--- config.mk ---
export PLATFORM = sky130hd
export DESIGN_NAME = ivp_map
export DESIGN_NICKNAME = d
export VERILOG_FILES = /design/src/ivp_pkg.sv /design/src/ivp_arbiter.sv /design/src/ivp_map.sv
export SDC_FILE = /design/constraint.sdc
export NUM_CORES = 1
export LEC_CHECK = 0
export BUFFER_PORTS_ARGS = -buffer_cell sky130_fd_sc_hd__buf_2
export CAP_MARGIN = 20
export CORE_MARGIN = 2
export CORE_UTILIZATION = 52
export DETAILED_ROUTE_END_ITERATION = 16
export MAX_ROUTING_LAYER = met4
export PLACE_DENSITY = 0.78
export SYNTH_ARGS = -nofsm -noshare
export SYNTH_HDL_FRONTEND = slang
export SYNTH_SLANG_ARGS = --single-unit
--- constraint.sdc ---
create_clock -name i_clk -period 145.7 [get_ports i_clk]
set_input_delay 21.855 -clock i_clk [delete_from_list [all_inputs] [get_ports i_clk]]
set_output_delay 21.855 -clock i_clk [all_outputs]
set_load 0.005 [all_outputs]
--- src/ivp_pkg.sv ---
// Constants, types and the source table of the interrupt vector and priority map.
`default_nettype none
package ivp_pkg;

	// Register bus shape.
	localparam int IVP_ADDR_W = 8;
	localparam int IVP_DATA_W = 16;
	localparam int IVP_NUM_REGS = 8;

	// Register byte offsets.
	localparam logic [7:0] IVP_OFS_PIN = 8'h00;
	localparam logic [7:0] IVP_OFS_TMRA = 8'h04;
	localparam logic [7:0] IVP_OFS_TMRB = 8'h08;
	localparam logic [7:0] IVP_OFS_TMRC = 8'h0C;
	localparam logic [7:0] IVP_OFS_ADCMT = 8'h10;
	localparam logic [7:0] IVP_OFS_WDT = 8'h14;
	localparam logic [7:0] IVP_OFS_SER = 8'h18;
	localparam logic [7:0] IVP_OFS_LATE = 8'h1C;

	// Register indices (byte offset divided by four).
	localparam logic [2:0] IVP_RI_PIN = 3'h0;
	localparam logic [2:0] IVP_RI_TMRA = 3'h1;
	localparam logic [2:0] IVP_RI_TMRB = 3'h2;
	localparam logic [2:0] IVP_RI_TMRC = 3'h3;
	localparam logic [2:0] IVP_RI_ADCMT = 3'h4;
	localparam logic [2:0] IVP_RI_WDT = 3'h5;
	localparam logic [2:0] IVP_RI_SER = 3'h6;
	localparam logic [2:0] IVP_RI_LATE = 3'h7;

	// Priority field positions: nibble n covers bits 4n+3 down to 4n.
	localparam int IVP_FLD_W = 4;
	localparam logic [1:0] IVP_NIB_15_12 = 2'h3;
	localparam logic [1:0] IVP_NIB_11_8 = 2'h2;
	localparam logic [1:0] IVP_NIB_7_4 = 2'h1;
	localparam logic [1:0] IVP_NIB_3_0 = 2'h0;
	localparam logic [15:0] IVP_PRIO_RST = 16'h0000;

	// Levels carry one extra bit so the non-maskable level sits above 15.
	localparam int IVP_LVL_W = 5;
	localparam logic [4:0] IVP_LVL_NMI = 5'h10;
	localparam logic [4:0] IVP_LVL_DBG = 5'h0F;

	localparam int IVP_NUM_SRC = 56;
	localparam int IVP_IDX_W = 6;
	localparam int IVP_SRC_NMI = 0;
	localparam int IVP_SRC_BRK = 1;
	localparam int IVP_SRC_DBG = 2;
	localparam int IVP_SRC_IRQ0 = 3;
	localparam int IVP_SRC_IRQ1 = 4;
	localparam int IVP_SRC_TMR0_CMPA = 7;
	localparam int IVP_SRC_TMR0_CMPB = 8;
	localparam int IVP_SRC_TMR0_OVF = 11;
	localparam int IVP_SRC_SER3_RXERR = 41;
	localparam int IVP_SRC_SER3_TXEND = 44;

	typedef struct packed {
		logic fixed;
		logic [4:0] flvl;
		logic [2:0] ri;
		logic [1:0] nib;
		logic [7:0] vec;
	} ivp_src_t;

	typedef struct packed {
		logic wr;
		logic rd;
		logic [IVP_ADDR_W-1:0] addr;
		logic [IVP_DATA_W-1:0] wdata;
	} ivp_bus_t;

	typedef struct packed {
		logic req;
		logic [7:0] vector;
		logic [4:0] level;
		logic [31:0] addr;
	} ivp_irq_t;

	typedef struct packed {
		logic [IVP_NUM_REGS-1:0][IVP_DATA_W-1:0] prio;
		logic [IVP_DATA_W-1:0] rdata;
		ivp_irq_t irq;
	} ivp_state_t;

	function automatic ivp_src_t ivp_fld(input logic [7:0] vec, input logic [2:0] ri,
		input logic [1:0] nib);
		return '{fixed: 1'b0, flvl: 5'h00, ri: ri, nib: nib, vec: vec};
	endfunction

	function automatic ivp_src_t ivp_fix(input logic [7:0] vec, input logic [4:0] lvl);
		return '{fixed: 1'b1, flvl: lvl, ri: 3'h0, nib: 2'h0, vec: vec};
	endfunction

	// Table order is the default order: earlier entries win ties.
	localparam ivp_src_t IVP_SRC_TAB [IVP_NUM_SRC] = '{
		ivp_fix(8'h0B, IVP_LVL_NMI), ivp_fix(8'h0C, IVP_LVL_DBG), ivp_fix(8'h0E, IVP_LVL_DBG),
		ivp_fld(8'h40, IVP_RI_PIN, IVP_NIB_15_12), ivp_fld(8'h41, IVP_RI_PIN, IVP_NIB_11_8),
		ivp_fld(8'h42, IVP_RI_PIN, IVP_NIB_7_4), ivp_fld(8'h43, IVP_RI_PIN, IVP_NIB_3_0),
		ivp_fld(8'h58, IVP_RI_TMRA, IVP_NIB_15_12), ivp_fld(8'h59, IVP_RI_TMRA, IVP_NIB_15_12),
		ivp_fld(8'h5A, IVP_RI_TMRA, IVP_NIB_15_12), ivp_fld(8'h5B, IVP_RI_TMRA, IVP_NIB_15_12),
		ivp_fld(8'h5C, IVP_RI_TMRA, IVP_NIB_11_8),
		ivp_fld(8'h60, IVP_RI_TMRA, IVP_NIB_7_4), ivp_fld(8'h61, IVP_RI_TMRA, IVP_NIB_7_4),
		ivp_fld(8'h64, IVP_RI_TMRA, IVP_NIB_3_0), ivp_fld(8'h65, IVP_RI_TMRA, IVP_NIB_3_0),
		ivp_fld(8'h68, IVP_RI_TMRB, IVP_NIB_15_12), ivp_fld(8'h69, IVP_RI_TMRB, IVP_NIB_15_12),
		ivp_fld(8'h6C, IVP_RI_TMRB, IVP_NIB_11_8), ivp_fld(8'h6D, IVP_RI_TMRB, IVP_NIB_11_8),
		ivp_fld(8'h70, IVP_RI_TMRB, IVP_NIB_7_4), ivp_fld(8'h71, IVP_RI_TMRB, IVP_NIB_7_4),
		ivp_fld(8'h72, IVP_RI_TMRB, IVP_NIB_7_4), ivp_fld(8'h73, IVP_RI_TMRB, IVP_NIB_7_4),
		ivp_fld(8'h74, IVP_RI_TMRB, IVP_NIB_3_0),
		ivp_fld(8'h78, IVP_RI_TMRC, IVP_NIB_15_12), ivp_fld(8'h79, IVP_RI_TMRC, IVP_NIB_15_12),
		ivp_fld(8'h7A, IVP_RI_TMRC, IVP_NIB_15_12), ivp_fld(8'h7B, IVP_RI_TMRC, IVP_NIB_15_12),
		ivp_fld(8'h7C, IVP_RI_TMRC, IVP_NIB_11_8),
		ivp_fld(8'h88, IVP_RI_ADCMT, IVP_NIB_15_12), ivp_fld(8'h89, IVP_RI_ADCMT, IVP_NIB_15_12),
		ivp_fld(8'h8C, IVP_RI_ADCMT, IVP_NIB_11_8), ivp_fld(8'h90, IVP_RI_ADCMT, IVP_NIB_7_4),
		ivp_fld(8'h94, IVP_RI_ADCMT, IVP_NIB_3_0),
		ivp_fld(8'h98, IVP_RI_WDT, IVP_NIB_15_12), ivp_fld(8'h9C, IVP_RI_WDT, IVP_NIB_11_8),
		ivp_fld(8'hA8, IVP_RI_SER, IVP_NIB_15_12), ivp_fld(8'hA9, IVP_RI_SER, IVP_NIB_15_12),
		ivp_fld(8'hAA, IVP_RI_SER, IVP_NIB_15_12), ivp_fld(8'hAB, IVP_RI_SER, IVP_NIB_15_12),
		ivp_fld(8'hAC, IVP_RI_SER, IVP_NIB_11_8), ivp_fld(8'hAD, IVP_RI_SER, IVP_NIB_11_8),
		ivp_fld(8'hAE, IVP_RI_SER, IVP_NIB_11_8), ivp_fld(8'hAF, IVP_RI_SER, IVP_NIB_11_8),
		ivp_fld(8'hB0, IVP_RI_SER, IVP_NIB_7_4), ivp_fld(8'hB1, IVP_RI_SER, IVP_NIB_7_4),
		ivp_fld(8'hB2, IVP_RI_SER, IVP_NIB_7_4), ivp_fld(8'hB3, IVP_RI_SER, IVP_NIB_7_4),
		ivp_fld(8'hB4, IVP_RI_SER, IVP_NIB_3_0), ivp_fld(8'hB5, IVP_RI_SER, IVP_NIB_3_0),
		ivp_fld(8'hC8, IVP_RI_LATE, IVP_NIB_15_12),
		ivp_fld(8'hD0, IVP_RI_LATE, IVP_NIB_7_4), ivp_fld(8'hD1, IVP_RI_LATE, IVP_NIB_7_4),
		ivp_fld(8'hD2, IVP_RI_LATE, IVP_NIB_7_4), ivp_fld(8'hD3, IVP_RI_LATE, IVP_NIB_7_4)
	};

endpackage
`default_nettype wire

--- src/ivp_arbiter.sv ---
// Highest-level request selector with ties going to the lowest index.
`default_nettype none
module ivp_arbiter #(
	parameter int N = 56,
	parameter int LW = 5,
	parameter int IW = 6
) (
	// Requests and their levels.
	input wire logic [N-1:0] i_req,
	input wire logic [N-1:0][LW-1:0] i_lvl,
	// Winner.
	output logic o_found,
	output logic [IW-1:0] o_idx
);

	logic [LW-1:0] best;

	// A strict comparison keeps the earlier entry on a tie, and a level of
	// zero can never beat the starting value, so it is never selected.
	always_comb begin
		best = '0;
		o_found = 1'b0;
		o_idx = '0;
		for (int i = 0; i < N; i++) begin
			if (i_req[i] && (i_lvl[i] > best)) begin
				best = i_lvl[i];
				o_idx = IW'(i);
				o_found = 1'b1;
			end
		end
	end

endmodule
`default_nettype wire

--- src/ivp_map.sv ---
// Interrupt vector and priority map: priority registers, selection and CPU request.
`default_nettype none
module ivp_map
	import ivp_pkg::*;
(
	// Clock and reset.
	input wire logic i_clk,
	input wire logic i_sys_rst,
	// Register port.
	input wire ivp_bus_t i_bus,
	output logic [IVP_DATA_W-1:0] o_rdata,
	// Source requests, table order.
	input wire logic [IVP_NUM_SRC-1:0] i_src_req,
	// CPU side.
	input wire logic [3:0] i_cpu_mask_level,
	output ivp_irq_t o_irq
);

	ivp_state_t s_r;
	ivp_state_t s_nxt;

	logic [IVP_NUM_SRC-1:0][IVP_LVL_W-1:0] src_lvl;
	logic win_found;
	logic [IVP_IDX_W-1:0] win_idx;
	logic reg_hit;
	logic [2:0] reg_idx;
	ivp_src_t win_ent;
	logic [IVP_LVL_W-1:0] win_lvl;

	function automatic logic [IVP_FLD_W-1:0] ivp_field(
		input logic [IVP_NUM_REGS-1:0][IVP_DATA_W-1:0] prio,
		input logic [2:0] ri,
		input logic [1:0] nib);
		logic [IVP_DATA_W-1:0] word;
		word = prio[ri];
		return word[nib*IVP_FLD_W +: IVP_FLD_W];
	endfunction

	function automatic logic [31:0] ivp_vec_addr(input logic [7:0] vec);
		return {22'h00_0000, vec, 2'b00};
	endfunction

	function automatic logic ivp_listed(input logic [7:0] vec);
		logic hit;
		hit = 1'b0;
		for (int i = 0; i < IVP_NUM_SRC; i++) begin
			if (IVP_SRC_TAB[i].vec == vec) begin
				hit = 1'b1;
			end
		end
		return hit;
	endfunction

	// The priority registers are word aligned; anything else is unmapped.
	assign reg_hit = (i_bus.addr[1:0] == 2'b00) && (i_bus.addr[7:5] == 3'b000);
	assign reg_idx = i_bus.addr[4:2];

	// Each source looks up its level from its table entry.
	always_comb begin
		for (int i = 0; i < IVP_NUM_SRC; i++) begin
			if (IVP_SRC_TAB[i].fixed) begin
				src_lvl[i] = IVP_SRC_TAB[i].flvl;
			end else begin
				src_lvl[i] = {1'b0, ivp_field(s_r.prio, IVP_SRC_TAB[i].ri,
					IVP_SRC_TAB[i].nib)};
			end
		end
	end

	// Table order gives both the in-field ranking and the default order.
	ivp_arbiter #(
		.N(IVP_NUM_SRC),
		.LW(IVP_LVL_W),
		.IW(IVP_IDX_W)
	) u_arb (
		.i_req(i_src_req),
		.i_lvl(src_lvl),
		.o_found(win_found),
		.o_idx(win_idx)
	);

	assign win_ent = IVP_SRC_TAB[win_idx];
	assign win_lvl = src_lvl[win_idx];

	always_comb begin
		s_nxt = s_r;
		if (i_bus.wr && reg_hit) begin
			s_nxt.prio[reg_idx] = i_bus.wdata;
		end
		if (i_bus.rd && reg_hit) begin
			s_nxt.rdata = s_r.prio[reg_idx];
		end else begin
			s_nxt.rdata = '0;
		end
		// Only table vectors can ever be driven, so reserved numbers never appear.
		if (win_found && (win_lvl > {1'b0, i_cpu_mask_level})) begin
			s_nxt.irq.req = 1'b1;
			s_nxt.irq.vector = win_ent.vec;
			s_nxt.irq.level = win_lvl;
			s_nxt.irq.addr = ivp_vec_addr(win_ent.vec);
		end else begin
			s_nxt.irq = '0;
		end
	end

	always_ff @(posedge i_clk) begin
		if (i_sys_rst) begin
			s_r.prio <= {IVP_NUM_REGS{IVP_PRIO_RST}};
			s_r.rdata <= '0;
			s_r.irq <= '0;
		end else begin
			s_r <= s_nxt;
		end
	end

	assign o_rdata = s_r.rdata;
	assign o_irq = s_r.irq;
endmodule
`default_nettype wire

==> results.sh <==
export IMPL_period_share_pct=79.9
export IMPL_cp_slowest_cell="o21bai_1"
export IMPL_start_util_pct=52.7
export IMPL_rsz0062_at_grt="false"
export IMPL_slew_viol_final=0
export IMPL_clk_pin_slew_worst_paths_ns=0.07
export IMPL_port_buffers=125
export IMPL_drive_gt1_share_pct=13.4
export IMPL_synth_area_per_cell_um2=7.29
export IMPL_ys_async_sr_fraction_pct=0
export IMPL_drcViolationCount=0
export IMPL_grt_ovfl_total=0
export IMPL_antenna_found_initial=3
export IMPL_io_pins=150
export IMPL_fin_worst_skew_ns=0.0117
export IMPL_finalHoldViolations=0
export IMPL_cts_resized=0
export IMPL_status="finished, final reports clean"
export IMPL_crit_arrival_ns=116.69
export IMPL_fmaxAchievable_mhz=8.59
export IMPL_min_path_type="reg -> reg"
export IMPL_fill_cells=3641
export IMPL_cp_max_fo=41
export IMPL_cp_data_required_time_ns=145.95
export IMPL_drtIter0Drc=2501
export IMPL_cts_buffers=17
export IMPL_cts_tree="done"
export IMPL_dr_total_vias=22000
export IMPL_tns_ns=0
export IMPL_postCtsHoldBufs=0
export IMPL_row_count=72
export IMPL_postRouteWirelength_um=73000
export IMPL_antenna_left=0
export IMPL_grt_start_max_net_pins=86
export IMPL_crit_family="compound AO/OA/AOI/OAI gates"
export IMPL_fp_dieH_um=202
export IMPL_fin_util_pct=55.2
export IMPL_crit_path_end_kind="flip-flop"
export IMPL_cp_buffers_inverters=39
export IMPL_cts_setup_buffers=0
export IMPL_regToRegSetupSlack_ns=50.64
export IMPL_slew_headroom_pct=24.4
export IMPL_syn_inst=2797
export IMPL_synth_seq_cells=158
export IMPL_clkLatencyLatePin_ns=0.45
export IMPL_netlist_area_um2=20400
export IMPL_grt_pass1_vias=20500
export IMPL_gp_congestion=1.04
export IMPL_hpwl_um=55900
export IMPL_period_needed_ns=116.44
export IMPL_grt_pass1_wl_um=112000
export IMPL_cts_max_level=4
export IMPL_synthMostInstantiatedCell="nand2_1"
export IMPL_wl_per_cell_um=22.0
export IMPL_synth_top_area_share_pct=15.5
export IMPL_yosys_top_cells_area="dfxtp_1 (16%), ha_1 (10%), nand2_1 (8.7%), a21oi_1 (7.0%), mux2_2 (4.3%)"
export IMPL_drt_pass1_iter_count=7
export IMPL_die_w_um=202
export IMPL_yosysTopAreaCell="dfxtp_1"
export IMPL_multiInputGateArea_um2=15500
export IMPL_gr_usage_all_layers_pct=35.5
export IMPL_synthTopCellsByCount="nand2_1 (473), a21oi_1 (283), nor2_1 (197), inv_1 (186), ha_1 (169)"
export IMPL_ys_warn_count=0
export IMPL_synth_seq_area_share_pct=15.5
export IMPL_clockRootBuffer="clkbuf_16"
export IMPL_setup_viol=0
export IMPL_clockBufferDepth=2
export IMPL_worst_slew_pin_transition_ns=1.13
export IMPL_regArea_um2=3160
export IMPL_crit_path_frequent_cell="ha_1"
export IMPL_synth_ff_type="dfxtp_1"
export IMPL_dieArea_um2=40800
export IMPL_slowest_delay_ns=0.90
export IMPL_final_nets=3038
export IMPL_viasPerCell=6.64
export IMPL_cap_viol_max_count=0
export IMPL_coreArea_um2=38600
export IMPL_ys_types=132
export IMPL_area_growth_pct=4.78
export IMPL_worst_setup_path_start_kind="input port"
export IMPL_clock_sinks=158
export IMPL_path_class="in -> reg"
export IMPL_synth_edf_count=0
==> cells in the final DEF, fill, tap and decap left out, types with 20 or more instances in the layout <==
cell type,n
mux2i_1,73
mux4_2,32
xnor2_1,22
a211oi_1,32
o221ai_1,20
nand3_1,75
o211ai_1,31
a31oi_1,33
and2_1,30
dfxtp_1,158
ha_1,169
o21ai_1,24
nand2_1,473
nor2b_1,20
a21o_1,24
mux2_2,77
o21a_1,38
inv_1,186
nand4_1,23
conb_1,24
nor3_1,43
buf_2,124
nor2_1,197
and3_1,40
o21ai_0,121
a21oi_1,283
==> worst reg2reg max path: cells and delay by family (launching register included) <==
kind                     cells  cell delay (ns)
flip-flops                   1             0.42
buffers and inverters       39             3.13
multiplexers                31            10.08
AO/OA/AOI/OAI              168            39.58
AND/OR/NAND/NOR            136            25.74
adder cells (fa/ha/maj)     54            15.90
==> stage by stage <==
stage / cells / area, µm² / setup WS (ns) / hold WS, ns
floorplan: 2820 / 20500 / 43.11 / 0.429
global placement: 3279 / 20800 / 33.15 / 0.436
detailed placement: 3280 / 20800 / 30.86 / 0.443
CTS: 3311 / 21300 / 30.93 / 0.451
global route: 3314 / 21300 / 21.63 / 0.465
finish: 3316 / 21400 / 29.26 / 0.451
==> layer usage <==
metal	routed length, µm	part of all wire, %	GRT usage (%)
met4	3510	4.8	17.5
met5	0	0	-
met1	29100	40	44.7
met3	7900	11	6.45
met2	32500	45	54.8
==> final cells by class <==
| cell class | instances | share of cell area [%] |
|---|---|---|
| diodes | 5 | 0.0586 |
| clock buffers | 20 | 2.09 |
| clock inverters | 11 | 0.504 |
| inverters | 191 | 3.37 |
| multi-input cells | 2272 | 72.6 |
| flip-flops and latches | 158 | 14.8 |
| well taps | 518 | 3.04 |
| repair buffers | 141 | 3.50 |
==> path summary, 6_finish.rpt <==
check	startpoint	endpoint	cells after the start
worst min-delay path	s_r[144]$_SDFFE_PP0P_	s_r[144]$_SDFFE_PP0P_	2
worst max-delay path	i_src_req[0]	o_irq[4]$_SDFF_PP0_	429
worst max register to register	s_r[74]$_SDFFE_PP0P_	o_irq[4]$_SDFF_PP0_	428
worst min register to register	s_r[144]$_SDFFE_PP0P_	s_r[144]$_SDFFE_PP0P_	2
==> flip-flops by register name, indices dropped and copies added, names as in the netlist <==
signal   count
o_rdata     16
o_irq       14
s_r        128
==> kinds of logic after synthesis <==
family / synth area share (%)
muxes: 11.9
other: 0.0184
DFF: 15.5
buffers and inverters: 8.90
and+or+nand+nor: 23.1
xor gates and xnor gates: 1.03
AOI/OAI and AO/OA: 29.0
adders and majority gates: 10.5
Power is not shown: default switching activity piles up to over one toggle a cycle in this logic, so the estimate is an artifact.
